===== src/core/coc_map.svh =====
// Register offsets, field positions and fixed codes of the console operator control.
`ifndef COC_MAP_SVH
`define COC_MAP_SVH

// ****************************************************************
// Channel side codes
// ****************************************************************
`define COC_NCH          3
`define COC_CU_ADDR      8'h01
`define COC_CMD_SENSE    8'h00
`define COC_CC_OK        2'h0
`define COC_CC_BUSY      2'h2

// ****************************************************************
// Pushbutton bit positions (PUSH register and device edge vector)
// ****************************************************************
`define COC_PB_LOAD      0
`define COC_PB_STOP      1
`define COC_PB_STORE     2
`define COC_PB_DISPLAY   3
`define COC_PB_ACTIVATE  4
`define COC_PB_SETIC     5
`define COC_NPB          6

// ****************************************************************
// APB register offsets of the operator end
// ****************************************************************
`define COC_OFS_CTRL     8'h00
`define COC_OFS_PUSH     8'h04
`define COC_OFS_DATA     8'h08
`define COC_OFS_ADDR     8'h0C
`define COC_OFS_UNIT     8'h10
`define COC_OFS_STATUS   8'h14
`define COC_OFS_DISP     8'h18
`define COC_OFS_CHREQ    8'h1C
`define COC_OFS_CH0      8'h20

// ****************************************************************
// CTRL field positions and reset value
// ****************************************************************
`define COC_CTRL_ILOCK   0
`define COC_CTRL_ENSYS   1
`define COC_CTRL_LOCAL   2
`define COC_CTRL_CE_LSB  4
`define COC_CTRL_MS_LSB  6
`define COC_CTRL_SNS_LSB 8
`define COC_CTRL_SW_LSB  16
`define COC_CTRL_RESET   32'h0000_0000

// ****************************************************************
// CHx field positions
// ****************************************************************
`define COC_CH_CMD_LSB   8
`define COC_CH_SNS_LSB   16
`define COC_CH_CC_LSB    25
`define COC_CH_DONE      27
`define COC_CH_PEND      28

`endif


===== src/core/coc_pkg.sv =====
// Types shared by both ends of the console operator control.
package coc_pkg;
    typedef logic [31:0] coc_word_t;
    typedef logic [35:0] coc_pword_t;
    typedef logic [1:0]  coc_ce_t;
    typedef enum logic [1:0] {COC_IDLE, COC_IPL, COC_MEM} coc_state_t;
endpackage : coc_pkg


===== src/core/coc_if.sv =====
// Panel and channel wiring between the console and its operator side.
`timescale 1ns/1ps
interface coc_if;
    logic [1:0]  ce_sel;
    logic [1:0]  ms_sel;
    logic [7:0]  load_unit;
    logic        interlock;
    logic        enable_sys;
    logic        local_sel;
    logic [5:0]  pb;
    logic [31:0] data_keys;
    logic [31:0] addr_keys;
    logic [7:0]  ctl_sw;
    logic [5:0]  sense_sw;
    logic        load_lamp;
    logic        invalid_lamp;
    logic [35:0] disp_word;
    logic [2:0]  ch_req;
    logic [23:0] ch_addr;
    logic [23:0] ch_cmd;
    logic [2:0]  ch_ack;
    logic [5:0]  ch_cc;
    logic [8:0]  ch_sense;

    modport dev (input ce_sel, ms_sel, load_unit, interlock, enable_sys, local_sel, pb, data_keys,
                 addr_keys, ctl_sw, sense_sw, ch_req, ch_addr, ch_cmd,
                 output load_lamp, invalid_lamp, disp_word, ch_ack, ch_cc, ch_sense);
    modport ctl (output ce_sel, ms_sel, load_unit, interlock, enable_sys, local_sel, pb, data_keys,
                 addr_keys, ctl_sw, sense_sw, ch_req, ch_addr, ch_cmd,
                 input load_lamp, invalid_lamp, disp_word, ch_ack, ch_cc, ch_sense);
endinterface : coc_if


===== src/core/coc_console.sv =====
// Console operator control: manual sequencing and channel sense-switch service.
// Operation
// Load lamp lit throughout program load.
// Load fault leaves the load lamp lit.
// Subsystem load needs state 0/1, test off.
// Operator selects, sets interlock, then presses load.
// System load needs interlock and enable held.
// Accepted sense command returns all six switches.
// Simultaneous channels: lowest number wins.
// Losing channels get control unit busy.
// Switch on gives one in its bit.
// Odd byte parity on data, address keys.
// Store writes data keys after stop, interlock.
// Display reads keyed word after stop, interlock.
// Invalid address suppresses store or display.
// Invalid lamp holds until valid selection.
// Unpowered, unconfigured or unmapped means invalid.
// Odd parity added to control switch bits.
// Activate loads control bits, clears state.
// Set counter loads address keys into counter.
// Busy answer is condition code two.
// Answer only unit address 01.
// Manual buttons ignored while interlock off.
//
// The register addresses and the APB register port are this design's own decisions.
`timescale 1ns/1ps
`include "coc_map.svh"
module coc_console (
    input  wire logic              pclk,
    input  wire logic              presetn,
    coc_if.dev                     pnl,
    input  wire logic [7:0]        ce_state,
    input  wire logic [3:0]        ce_test_sw,
    input  wire logic              sel_elem_powered,
    input  wire logic              sel_elem_configured,
    input  wire logic              sel_range_mapped,
    input  wire logic              ipl_done,
    input  wire logic              ipl_fault,
    input  wire logic              mem_ack,
    input  wire coc_pkg::coc_pword_t mem_rdata,
    output logic                   ipl_start,
    output logic                   ipl_system,
    output logic [1:0]             ipl_store,
    output logic [7:0]             ipl_unit,
    output coc_pkg::coc_ce_t       tgt_ce,
    output logic                   mem_req,
    output logic                   mem_write,
    output logic                   mem_local,
    output coc_pkg::coc_pword_t    mem_addr,
    output coc_pkg::coc_pword_t    mem_wdata,
    output logic                   cfg_we,
    output logic [8:0]             cfg_bits,
    output logic                   ic_we,
    output coc_pkg::coc_pword_t    ic_value
);
    import coc_pkg::*;

    // ************
    // Key parity and selection checks
    // ************
    logic [3:0]          dpar;
    logic [3:0]          apar;
    coc_pword_t          data_p;
    coc_pword_t          addr_p;
    logic                sel_ok;
    logic                ce_ok;

    // Each key byte gets its own odd parity bit, kept in the top nibble.
    genvar gb;
    generate
        for (gb = 0; gb < 4; gb = gb + 1) begin : g_par
            assign dpar[gb] = ~^pnl.data_keys[8*gb +: 8];
            assign apar[gb] = ~^pnl.addr_keys[8*gb +: 8];
        end
    endgenerate
    assign data_p = {dpar, pnl.data_keys};
    assign addr_p = {apar, pnl.addr_keys};

    // A selection is good only if the target element is up, owned and mapped.
    assign sel_ok = sel_elem_powered & sel_elem_configured & sel_range_mapped;
    // State 0 or 1 means the high state bit is clear.
    assign ce_ok  = ~ce_state[{pnl.ce_sel, 1'b1}] & ~ce_test_sw[pnl.ce_sel];

    // ************
    // Pushbutton edges and stop latch
    // ************
    logic [5:0]          pb_d_ff;
    logic [5:0]          pb_rise;
    logic                stopped_ff;
    coc_state_t          state_ff;

    // Buttons act on their press edge so a held button fires once.
    always_ff @(posedge pclk or negedge presetn) begin
        if (!presetn) begin
            pb_d_ff <= 6'h00;
        end else begin
            pb_d_ff <= pnl.pb;
        end
    end
    assign pb_rise = pnl.pb & ~pb_d_ff;

    // Dropping the interlock forgets an earlier stop, so the sequence restarts.
    always_ff @(posedge pclk or negedge presetn) begin
        if (!presetn) begin
            stopped_ff <= 1'b0;
        end else if (!pnl.interlock) begin
            stopped_ff <= 1'b0;
        end else if (pb_rise[`COC_PB_STOP]) begin
            stopped_ff <= 1'b1;
        end
    end

    // ************
    // Manual request decode, one request per idle cycle
    // ************
    logic                idle;
    logic                manual_ok;
    logic                ipl_go;
    logic                mem_try;
    logic                mem_go;
    logic                mem_bad;
    logic                act_go;
    logic                ic_go;

    assign idle      = (state_ff == COC_IDLE);
    assign manual_ok = idle & pnl.interlock & stopped_ff;
    // System load bypasses the element state check; subsystem load does not.
    assign ipl_go    = idle & pnl.interlock & pb_rise[`COC_PB_LOAD] & (pnl.enable_sys | ce_ok);
    assign mem_try   = manual_ok & ~ipl_go & (pb_rise[`COC_PB_STORE] | pb_rise[`COC_PB_DISPLAY]);
    assign mem_go    = mem_try & sel_ok;
    assign mem_bad   = mem_try & ~sel_ok;
    assign act_go    = manual_ok & ~ipl_go & ~mem_try & pb_rise[`COC_PB_ACTIVATE];
    assign ic_go     = manual_ok & ~ipl_go & ~mem_try & ~act_go & pb_rise[`COC_PB_SETIC];

    // ************
    // Operation sequencer and element-side outputs
    // ************
    // Store and display hold the request until the element acknowledges.
    always_ff @(posedge pclk or negedge presetn) begin
        if (!presetn) begin
            state_ff   <= COC_IDLE;
            ipl_start  <= 1'b0;
            ipl_system <= 1'b0;
            ipl_store  <= 2'h0;
            ipl_unit   <= 8'h00;
            tgt_ce     <= 2'h0;
            mem_req    <= 1'b0;
            mem_write  <= 1'b0;
            mem_local  <= 1'b0;
            mem_addr   <= 36'h0_0000_0000;
            mem_wdata  <= 36'h0_0000_0000;
            cfg_we     <= 1'b0;
            cfg_bits   <= 9'h000;
            ic_we      <= 1'b0;
            ic_value   <= 36'h0_0000_0000;
        end else begin
            ipl_start <= 1'b0;
            cfg_we    <= 1'b0;
            ic_we     <= 1'b0;
            case (state_ff)
                COC_IDLE: begin
                    if (ipl_go) begin
                        ipl_start  <= 1'b1;
                        ipl_system <= pnl.enable_sys;
                        ipl_store  <= pnl.ms_sel;
                        ipl_unit   <= pnl.load_unit;
                        tgt_ce     <= pnl.ce_sel;
                        state_ff   <= COC_IPL;
                    end else if (mem_go) begin
                        mem_req   <= 1'b1;
                        mem_write <= pb_rise[`COC_PB_STORE];
                        mem_local <= pnl.local_sel;
                        mem_addr  <= addr_p;
                        mem_wdata <= data_p;
                        tgt_ce    <= pnl.ce_sel;
                        state_ff  <= COC_MEM;
                    end else if (act_go) begin
                        // The element clears its state bits on this same strobe.
                        cfg_we   <= 1'b1;
                        cfg_bits <= {~^pnl.ctl_sw, pnl.ctl_sw};
                        tgt_ce   <= pnl.ce_sel;
                    end else if (ic_go) begin
                        ic_we    <= 1'b1;
                        ic_value <= addr_p;
                        tgt_ce   <= pnl.ce_sel;
                    end
                end
                COC_IPL: begin
                    if (ipl_done | ipl_fault) begin
                        state_ff <= COC_IDLE;
                    end
                end
                COC_MEM: begin
                    if (mem_ack) begin
                        mem_req  <= 1'b0;
                        state_ff <= COC_IDLE;
                    end
                end
                default: begin
                    state_ff <= COC_IDLE;
                end
            endcase
        end
    end

    // ************
    // Panel lamps and display register
    // ************
    // A faulted load leaves the lamp on as a visible warning until a later
    // load completes cleanly.
    always_ff @(posedge pclk or negedge presetn) begin
        if (!presetn) begin
            pnl.load_lamp <= 1'b0;
        end else if (ipl_go) begin
            pnl.load_lamp <= 1'b1;
        end else if ((state_ff == COC_IPL) && ipl_done && !ipl_fault) begin
            pnl.load_lamp <= 1'b0;
        end
    end

    // Only a later valid store or display turns the invalid lamp off.
    always_ff @(posedge pclk or negedge presetn) begin
        if (!presetn) begin
            pnl.invalid_lamp <= 1'b0;
        end else if (mem_bad) begin
            pnl.invalid_lamp <= 1'b1;
        end else if (mem_go) begin
            pnl.invalid_lamp <= 1'b0;
        end
    end

    always_ff @(posedge pclk or negedge presetn) begin
        if (!presetn) begin
            pnl.disp_word <= 36'h0_0000_0000;
        end else if ((state_ff == COC_MEM) && mem_ack && !mem_write) begin
            pnl.disp_word <= mem_rdata;
        end
    end

    // ************
    // Channel arbitration and sense-switch answer
    // ************
    logic [2:0]          served_ff;
    logic [2:0]          want;
    logic [2:0]          win;
    logic [7:0]          win_cmd;

    // Channels addressing another unit are never answered at all.
    generate
        for (gb = 0; gb < `COC_NCH; gb = gb + 1) begin : g_ch
            assign want[gb] = pnl.ch_req[gb] & ~served_ff[gb]
                              & (pnl.ch_addr[8*gb +: 8] == `COC_CU_ADDR);
            // One answer per request; the channel must drop it to ask again.
            always_ff @(posedge pclk or negedge presetn) begin
                if (!presetn) begin
                    served_ff[gb]      <= 1'b0;
                    pnl.ch_ack[gb]     <= 1'b0;
                    pnl.ch_cc[2*gb +: 2] <= `COC_CC_OK;
                end else begin
                    served_ff[gb]  <= pnl.ch_req[gb] & (served_ff[gb] | want[gb]);
                    pnl.ch_ack[gb] <= want[gb];
                    if (want[gb]) begin
                        pnl.ch_cc[2*gb +: 2] <= win[gb] ? `COC_CC_OK : `COC_CC_BUSY;
                    end
                end
            end
        end
    endgenerate

    assign win = want & (~want + 3'h1);

    always_comb begin
        win_cmd = 8'h00;
        for (int i = 0; i < `COC_NCH; i++) begin
            win_cmd = win_cmd | (pnl.ch_cmd[8*i +: 8] & {8{win[i]}});
        end
    end

    // Switch k lands in bit k, unused bits are zero, bit 8 carries odd parity.
    always_ff @(posedge pclk or negedge presetn) begin
        if (!presetn) begin
            pnl.ch_sense <= 9'h000;
        end else if ((win != 3'h0) && (win_cmd == `COC_CMD_SENSE)) begin
            pnl.ch_sense <= {~^pnl.sense_sw, 2'h0, pnl.sense_sw};
        end
    end

endmodule : coc_console


===== src/flat_wrapper.sv =====
// flat-port wrapper written by rule: the top's interface ports become plain ports
module coc_console_flat import coc_pkg::*;
  (pclk, presetn, ce_state, ce_test_sw, sel_elem_powered, sel_elem_configured, sel_range_mapped, ipl_done, ipl_fault, mem_ack, mem_rdata, ipl_start, ipl_system, ipl_store, ipl_unit, tgt_ce, mem_req, mem_write, mem_local, mem_addr, mem_wdata, cfg_we, cfg_bits, ic_we, ic_value, pnl_ce_sel, pnl_ms_sel, pnl_load_unit, pnl_interlock, pnl_enable_sys, pnl_local_sel, pnl_pb, pnl_data_keys, pnl_addr_keys, pnl_ctl_sw, pnl_sense_sw, pnl_ch_req, pnl_ch_addr, pnl_ch_cmd, pnl_load_lamp, pnl_invalid_lamp, pnl_disp_word, pnl_ch_ack, pnl_ch_cc, pnl_ch_sense);
  coc_if pnl_i ();
  input  wire logic pclk;
  input  wire logic presetn;
  input  wire logic [7:0] ce_state;
  input  wire logic [3:0] ce_test_sw;
  input  wire logic sel_elem_powered;
  input  wire logic sel_elem_configured;
  input  wire logic sel_range_mapped;
  input  wire logic ipl_done;
  input  wire logic ipl_fault;
  input  wire logic mem_ack;
  input  wire coc_pkg::coc_pword_t mem_rdata;
  output logic ipl_start;
  output logic ipl_system;
  output logic [1:0] ipl_store;
  output logic [7:0] ipl_unit;
  output coc_pkg::coc_ce_t tgt_ce;
  output logic mem_req;
  output logic mem_write;
  output logic mem_local;
  output coc_pkg::coc_pword_t mem_addr;
  output coc_pkg::coc_pword_t mem_wdata;
  output logic cfg_we;
  output logic [8:0] cfg_bits;
  output logic ic_we;
  output coc_pkg::coc_pword_t ic_value;
  input wire logic [$bits(pnl_i.ce_sel)-1:0] pnl_ce_sel;
  input wire logic [$bits(pnl_i.ms_sel)-1:0] pnl_ms_sel;
  input wire logic [$bits(pnl_i.load_unit)-1:0] pnl_load_unit;
  input wire logic [$bits(pnl_i.interlock)-1:0] pnl_interlock;
  input wire logic [$bits(pnl_i.enable_sys)-1:0] pnl_enable_sys;
  input wire logic [$bits(pnl_i.local_sel)-1:0] pnl_local_sel;
  input wire logic [$bits(pnl_i.pb)-1:0] pnl_pb;
  input wire logic [$bits(pnl_i.data_keys)-1:0] pnl_data_keys;
  input wire logic [$bits(pnl_i.addr_keys)-1:0] pnl_addr_keys;
  input wire logic [$bits(pnl_i.ctl_sw)-1:0] pnl_ctl_sw;
  input wire logic [$bits(pnl_i.sense_sw)-1:0] pnl_sense_sw;
  input wire logic [$bits(pnl_i.ch_req)-1:0] pnl_ch_req;
  input wire logic [$bits(pnl_i.ch_addr)-1:0] pnl_ch_addr;
  input wire logic [$bits(pnl_i.ch_cmd)-1:0] pnl_ch_cmd;
  output wire logic [$bits(pnl_i.load_lamp)-1:0] pnl_load_lamp;
  output wire logic [$bits(pnl_i.invalid_lamp)-1:0] pnl_invalid_lamp;
  output wire logic [$bits(pnl_i.disp_word)-1:0] pnl_disp_word;
  output wire logic [$bits(pnl_i.ch_ack)-1:0] pnl_ch_ack;
  output wire logic [$bits(pnl_i.ch_cc)-1:0] pnl_ch_cc;
  output wire logic [$bits(pnl_i.ch_sense)-1:0] pnl_ch_sense;
  assign pnl_i.ce_sel = pnl_ce_sel;
  assign pnl_i.ms_sel = pnl_ms_sel;
  assign pnl_i.load_unit = pnl_load_unit;
  assign pnl_i.interlock = pnl_interlock;
  assign pnl_i.enable_sys = pnl_enable_sys;
  assign pnl_i.local_sel = pnl_local_sel;
  assign pnl_i.pb = pnl_pb;
  assign pnl_i.data_keys = pnl_data_keys;
  assign pnl_i.addr_keys = pnl_addr_keys;
  assign pnl_i.ctl_sw = pnl_ctl_sw;
  assign pnl_i.sense_sw = pnl_sense_sw;
  assign pnl_i.ch_req = pnl_ch_req;
  assign pnl_i.ch_addr = pnl_ch_addr;
  assign pnl_i.ch_cmd = pnl_ch_cmd;
  assign pnl_load_lamp = pnl_i.load_lamp;
  assign pnl_invalid_lamp = pnl_i.invalid_lamp;
  assign pnl_disp_word = pnl_i.disp_word;
  assign pnl_ch_ack = pnl_i.ch_ack;
  assign pnl_ch_cc = pnl_i.ch_cc;
  assign pnl_ch_sense = pnl_i.ch_sense;
  coc_console u_core (.pclk(pclk), .presetn(presetn), .pnl(pnl_i), .ce_state(ce_state), .ce_test_sw(ce_test_sw), .sel_elem_powered(sel_elem_powered), .sel_elem_configured(sel_elem_configured), .sel_range_mapped(sel_range_mapped), .ipl_done(ipl_done), .ipl_fault(ipl_fault), .mem_ack(mem_ack), .mem_rdata(mem_rdata), .ipl_start(ipl_start), .ipl_system(ipl_system), .ipl_store(ipl_store), .ipl_unit(ipl_unit), .tgt_ce(tgt_ce), .mem_req(mem_req), .mem_write(mem_write), .mem_local(mem_local), .mem_addr(mem_addr), .mem_wdata(mem_wdata), .cfg_we(cfg_we), .cfg_bits(cfg_bits), .ic_we(ic_we), .ic_value(ic_value));
endmodule

===== config.mk =====
export PLATFORM = sky130hd
export DESIGN_NAME = coc_console_flat
export DESIGN_NICKNAME = d
export VERILOG_FILES = /design/src/core/coc_pkg.sv /design/src/core/coc_if.sv /design/src/core/coc_console.sv /design/src/flat_wrapper.sv
export VERILOG_INCLUDE_DIRS = /design/src /design/src/core
export SDC_FILE = /design/constraint.sdc
export NUM_CORES = 1
export LEC_CHECK = 0
export BUFFER_PORTS_ARGS = -buffer_cell sky130_fd_sc_hd__buf_2
export CORE_AREA = 2 2 156 158
export CTS_BUF_LIST = sky130_fd_sc_hd__clkbuf_2 sky130_fd_sc_hd__clkbuf_4 sky130_fd_sc_hd__clkbuf_8
export DETAILED_ROUTE_END_ITERATION = 12
export DIE_AREA = 0 0 158 160
export SLEW_MARGIN = 20
export SYNTH_ARGS = -nofsm -noshare
export SYNTH_HDL_FRONTEND = slang
export SYNTH_SLANG_ARGS = --single-unit

===== constraint.sdc =====
create_clock -name pclk -period 5.3 [get_ports pclk]
set_input_delay 0 -clock pclk [delete_from_list [all_inputs] [get_ports pclk]]
set_output_delay 0 -clock pclk [all_outputs]
set_load 0.02 [all_outputs]

==> metrics.yaml, run 1 <==
run_status: "completed"
tritoncts.num_buffers: 17
least_margin_pin_slew_ns: 1.02
track_usage: 0.173
clock_skew_ns: 0.0130
ys_top_cells_by_area: "dfrtp_1, mux2_2, xnor2_1"
post-place-ws_ns: 2.43
initial_util: 0.342
vias_per_cell: 4.45
synth_commonest_cells: "dfrtp_1, mux2_2, xnor2_1"
drtIter0Drc: 190
final.min_clock_period_ns: 2.93
synth_cell_type_count: 41
r2r-end: "u_core.mem_addr[5]"
multi_input_comb_area_um2: 3040
fillers: 2128
layout_worst_path_cycle_share: 0.553
synth_async_sr_flop_share: 1.00
post_route_cells_drive_above_1_share: 0.537
dpl-instance-area_um2: 10400
ff_latch_area_um2: 4980
final_net_count: 1300
reg2reg_slack_ns: 2.57
ys_dominant_reg_cell: "dfrtp_1"
postLayoutCellArea_um2: 12300
yosysMostFrequentCell: "dfrtp_1"
route.final.wire_length_mm: 22.1
grt_setup_unrepaired: "false"
post-route-worst-setup-slack_ns: 2.37
report.final.slew_viol_count: 0
grt_overflow: 0
worst_setup_path_start_kind: "input pin"
htree_levels: 4
cts.path.max_buffers: 2
cp.required_ns: 5.64
timing.setup.tns_ns: 0
p_leak_uw: 0.00646
syn_inst: 551
first_pass_grt_wire_length_mm: 34.4
floorplan.die.height_um: 160
drc_errors: 0
grt_start_max_net_pins: 132
dr_total_vias: 6358
count_of_state_elements_after_synthesis: 199
synthToLayoutAreaGrowth_pct: 51.3
crit_path_end: "u_core.ic_value[5]"
ys_seq_area_frac: 0.611
half_perimeter_wire_length_after_placement_mm: 14.8
tritoncts_clock_tree: "done"
final_hold_viol_count: 0
worst_r2r_startpoint: "u_core.state_ff[1]"
drt-pass1-iter-count: 4
antenna_found_initial: 0
yosys.area.top_type_share: 0.611
route.antenna.remaining_nets: 0
slew_headroom: 0.321
final-instance-count-excl-fill: 1430
core_area_um2: 23800
antenna_cells_inserted: 0
boundaryPins: 398
clk_sink_count: 199
synth_edf_count: 0
gp_congestion: 0.747
synth.avg_cell_area_um2: 14.8
dp_cells: 1247
clock_insertion_delay_worst_skew_ns: 0.46
post_synth_instance_area_um2: 8150
cp-startpoint: "pnl_ce_sel[0]"
hold_path_class: "in2async"
ir_worst_vdd_mv: 0.144
maxClockFrequency_ghz: 0.341
placement_rows: 57
synth.yosys.warnings: 0
setup_violations: 0
die-area_um2: 25300
placement.io_buffers: 388
reg2regPathDepth: 5
cp-end-kind: "register"
power.density_nw_per_um2: 317
worstSetupPathType: "in2reg"
timing.critical_path.arrival_ns: 3.27
via_count_of_the_first_global_routing_pass: 6717
fp.dieW_um: 158
maxCapViolCount: 0
routed_wire_length_per_instance_um: 15.4
worst-path-max-fanout: 37
clock_pin_slew_on_the_worst_setup_and_hold_paths_ns: 0.11
synthDominantAreaCellType: "dfrtp_1"
cts_repair_resize_count: 0
cts_root_buf: "clkbuf_8"
## report_power, final
| group | internal [µW] | switching [µW] | total (µW) |
|---|---|---|---|
| clock network | 365 | 583 | 948 |
| logic | 498 | 609 | 1110 |
| registers | 1740 | 106 | 1850 |
## how the worst min path moves through the flow
stage / start / to / slack, ns / depth (start not counted)
2_1_floorplan: presetn / u_core.cfg_bits[0] / -0.30 / 0
3_5_place_dp: presetn / u_core.pnl.disp_word[2] / 0.04 / 1
5_1_grt: sel_elem_configured / u_core.mem_req / 0.07 / 5
4_1_cts: sel_elem_configured / u_core.mem_req / 0.01 / 5
6_report: presetn / u_core.pnl.disp_word[24] / 0.07 / 2
3_3_place_gp: presetn / u_core.pnl.disp_word[24] / 0.04 / 1
## placed cells by master, fill, tap and decap left out, types with 5 or more instances in the layout
cell	n
mux2_2	164
inv_1	9
xor2_1	7
nor4_1	8
o21ai_0	10
dlygate4sd3_1	152
buf_2	387
conb_1	5
clkbuf_8	20
dfrtp_1	199
xnor2_1	61
nand2_1	12
o21a_1	5
nor2_1	7
## routing by layer
metal  vias to the layer above  global-route usage  wire length, µm
li1                       2993                   -                -
met1                      3105               0.194             8680
met2                       237               0.316            11400
met3                        23              0.0456             1580
met4                         0              0.0549              384
met5                         -                   0                0
## through the flow
| stage | power, µW | hold WS [ns] | util |
|---|---|---|---|
| floorplan | 2470 | -0.296 | - |
| global placement | 2890 | 0.0353 | 0.438 |
| detailed placement | 2910 | 0.0382 | 0.438 |
| CTS | 3960 | 0.0147 | 0.518 |
| global route | 4110 | 0.0654 | 0.518 |
| finish | 3910 | 0.0661 | 0.518 |
## logic make-up after synthesis
| logic type | Yosys count | share of synthesized area |
|---|---|---|
| AOI/OAI and AO/OA | 26 | 0.0212 |
| muxes | 167 | 0.230 |
| DFF | 199 | 0.611 |
| other | 1 | 0.000460 |
| xor gates and xnor gates | 68 | 0.0731 |
| and+or+nand+nor | 58 | 0.0431 |
| buffers and inverters | 32 | 0.0212 |
## what timing repair did
action	CTS	global route
hold buffers	152	0
setup buffers	0	0
endpoints found under the setup margin	0	0
endpoints found under the hold margin	250	0
## area by class of cell
cell class,instances,share of cell area
multi-input combinational,324,0.246
sequential,199,0.404
timing repair buffer,543,0.284
clock inverter,12,0.00903
inverter,9,0.00274
tap,324,0.0329
clock buffer,19,0.0212
## critical path, stage by stage
cell	delay [ns]
dlygate4sd3_1	0.55
buf_2	0.17
nor3b_1	0.15
nor4_1	0.68
nor3_2	0.08
or4_2	1.16
mux2_2	0.45
## state kept, by name, summed over array words and instances, names as in the netlist, 2 cells and up
name                  flops
u_core.ic_value          36
u_core.mem_addr          36
u_core.mem_wdata         36
u_core.pnl.disp_word     36
u_core.cfg_bits           9
u_core.ipl_unit           8
u_core.pnl.ch_sense       7
u_core.pb_d_ff            6
u_core.pnl.ch_ack         3
u_core.pnl.ch_cc          3
u_core.served_ff          3
u_core.ipl_store          2
u_core.state_ff           2
u_core.tgt_ce             2
Power figures use the tool's default switching activity.
==> run 2: changes to the inputs <==
--- a/config.mk
+++ b/config.mk
@@ -7,10 +7,11 @@
 export NUM_CORES = 1
 export LEC_CHECK = 0
 export BUFFER_PORTS_ARGS = -buffer_cell sky130_fd_sc_hd__buf_2
-export CORE_AREA = 2 2 156 158
+export CORE_AREA = 2 2 154 156
 export CTS_BUF_LIST = sky130_fd_sc_hd__clkbuf_2 sky130_fd_sc_hd__clkbuf_4 sky130_fd_sc_hd__clkbuf_8
 export DETAILED_ROUTE_END_ITERATION = 12
-export DIE_AREA = 0 0 158 160
+export DIE_AREA = 0 0 156 158
+export PLACE_DENSITY = 0.67
 export SLEW_MARGIN = 20
 export SYNTH_ARGS = -nofsm -noshare
 export SYNTH_HDL_FRONTEND = slang
==> constraint.sdc (replaced) <==
create_clock -name pclk -period 2.5 [get_ports pclk]
set_input_delay 0 -clock pclk [delete_from_list [all_inputs] [get_ports pclk]]
set_output_delay 0 -clock pclk [all_outputs]
set_load 0.02 [all_outputs]
==> metrics.yaml, run 2 (synthesis gave the netlist of run 1 again) <==
final-instance-count-excl-fill: 1412  # -1.3%
worst-path-max-fanout: 37  # unchanged
grt_start_max_net_pins: 72  # -45%
layout_worst_path_cycle_share: 0.954
post_route_cells_drive_above_1_share: 0.537  # about the same
dp_cells: 1223  # -1.9%
critical_path.n_buffers_inverters: 3  # +1
clock_pin_slew_on_the_worst_setup_and_hold_paths_ns: 0.10  # about the same
placement.io_buffers: 388  # unchanged
cpPeakStageDelay_ns: 0.73  # -0.43 ns
gp_congestion: 0.821  # +9.9%
tritoncts.num_buffers: 17  # unchanged
half_perimeter_wire_length_after_placement_mm: 14.9  # +0.45%
critical_path_depth: 8  # +1
worstSetupPathType: "in2reg"
worst_r2r_startpoint: "u_core.state_ff[1]"
mostFrequentLayoutCell: "buf_2"
clk_sink_count: 199  # unchanged
cp.required_ns: 2.83  # -2.81 ns
route.antenna.remaining_nets: 0  # unchanged
grt_overflow: 0  # unchanged
postCtsSetupBuffers: 0  # unchanged
finish.utilization: 0.540  # +0.0224
vias_per_cell: 4.54  # +2.1%
least_margin_pin_slew_ns: 0.636  # -0.380 ns
r2r-end: "u_core.mem_addr[10]"
p_total_uw: 8220  # +110%
p_leak_uw: 0.00658  # +1.7%
cp-end-kind: "register"
report.final.slew_viol_count: 0  # unchanged
die-area_um2: 24600  # -2.5%
route.final.wire_length_mm: 22.0  # -0.35%
reg2reg_slack_ns: 0.19  # -2.38 ns
hold_path_class: "in2reg"
clock_skew_ns: 0.0164  # +0.00335 ns
maxCapViolCount: 0  # unchanged
worst_setup_path_start_kind: "input pin"
path_cells: "dlygate4sd3_1 > buf_2 > nor3_1 > a2111oi_2 > nor3_2 > or4_2 > buf_12 > mux2_2"
reg2regPathDepth: 5  # unchanged
via_count_of_the_first_global_routing_pass: 6853  # +2.0%
floorplan.die.height_um: 158  # -1.3%
cts_root_buf: "clkbuf_8"
cts.path.max_buffers: 2  # unchanged
clock_insertion_delay_worst_skew_ns: 0.45  # about the same
run_status: "completed"
placement_rows: 56  # -1.8%
timing.setup.tns_ns: 0  # unchanged
drt-pass1-iter-count: 4  # unchanged
antenna_cells_inserted: 0  # unchanged
ir_worst_vdd_mv: 0.316  # +120%
drc_errors: 0  # unchanged
boundaryPins: 398  # unchanged
fp.dieW_um: 156  # -1.3%
setup_violations: 0  # unchanged
routed_wire_length_per_instance_um: 15.6  # +0.92%
maxClockFrequency_ghz: 0.419
critical_path.top_delay_family: "simple AND/OR/NAND/NOR gates"
timing.critical_path.arrival_ns: 2.72  # -0.55 ns
htree_levels: 4  # unchanged
slew_headroom: 0.576  # +0.255
crit_path_top_delay_cell: "or4_2"
tritoncts_clock_tree: "done"
cp-startpoint: "pnl_ce_sel[0]"
final_cell_mix: "buf_2, dfrtp_1, mux2_2, dlygate4sd3_1, xnor2_1"
final_hold_viol_count: 0  # unchanged
core_area_um2: 23100  # -3.2%
crit_path_end: "u_core.ic_value[2]"
initial_util: 0.354  # +0.0114
final_net_count: 1317  # +1.3%
antenna_found_initial: 0  # unchanged
dr_total_vias: 6407  # +0.77%
track_usage: 0.174  # +0.00143
synthToLayoutAreaGrowth_pct: 52.8
drtIter0Drc: 187  # -1.6%
fillers: 1914  # -10%
final.min_clock_period_ns: 2.39
power.density_nw_per_um2: 660  # +110%
first_pass_grt_wire_length_mm: 33.8  # -1.5%
grt_setup_unrepaired: "false"
## run 2: final cells by class
cell class | instances | area (µm²) | area share
clock buffers | 18 | 241 | 0.0194
clock inverters | 12 | 114 | 0.00914
inverters | 9 | 33.8 | 0.00271
multi-input cells | 324 | 3030 | 0.244
flip-flops and latches | 199 | 4980 | 0.400
well taps | 290 | 363 | 0.0291
repair buffers | 560 | 3690 | 0.296
## run 2: repair_timing
action,in CTS,in global routing
hold buffers,159,0
endpoints found under the hold margin,252,0
resized for setup,0,0
## run 2: worst min-delay path by stage
stage                                    from                      end  slack, ns  cells after the start
after floorplan                       presetn       u_core.cfg_bits[0]      -0.30                      0
after global placement                presetn       u_core.cfg_bits[1]       0.06                      1
after detailed placement              presetn         u_core.tgt_ce[1]       0.07                      1
after CTS                     pnl_ch_addr[12]      u_core.served_ff[1]       0.07                      5
after global routing      sel_elem_configured  u_core.pnl.invalid_lamp       0.07                      5
final                     sel_elem_configured  u_core.pnl.invalid_lamp       0.08                      5
## run 2: per-stage QoR
step / worst slack (ns) / cell area [µm²] / hold slack (ns)
final: 0.114 / 12500 / 0.0788
after floorplan: 0.428 / 8170 / -0.296
after CTS: 0.164 / 12500 / 0.0664
after global routing: 0.0442 / 12500 / 0.0735
after global placement: 0.220 / 10500 / 0.0613
after detailed placement: 0.192 / 10500 / 0.0693
## run 2: worst register-to-register path, delay by kind of cell (launching register included)
kind                   cells  cell delay [ns]
muxes                      1             0.47
DFF                        1             0.43
AOI/OAI and AO/OA          1             0.40
and+or+nand+nor            2             0.33
buffers and inverters      1             0.57
## run 2: per-layer routing
metal  share of wire  track usage  up-vias
met3           0.075       0.0572       23
met1            0.39        0.194     3092
met4           0.016       0.0494        0
li1                -            -     3039
met2            0.52        0.318      253
met5               0            0        -
## run 2: power breakdown
group	switching (µW)	internal [µW]
Clock	1200	729
Combinational	1280	1070
Sequential	235	3700
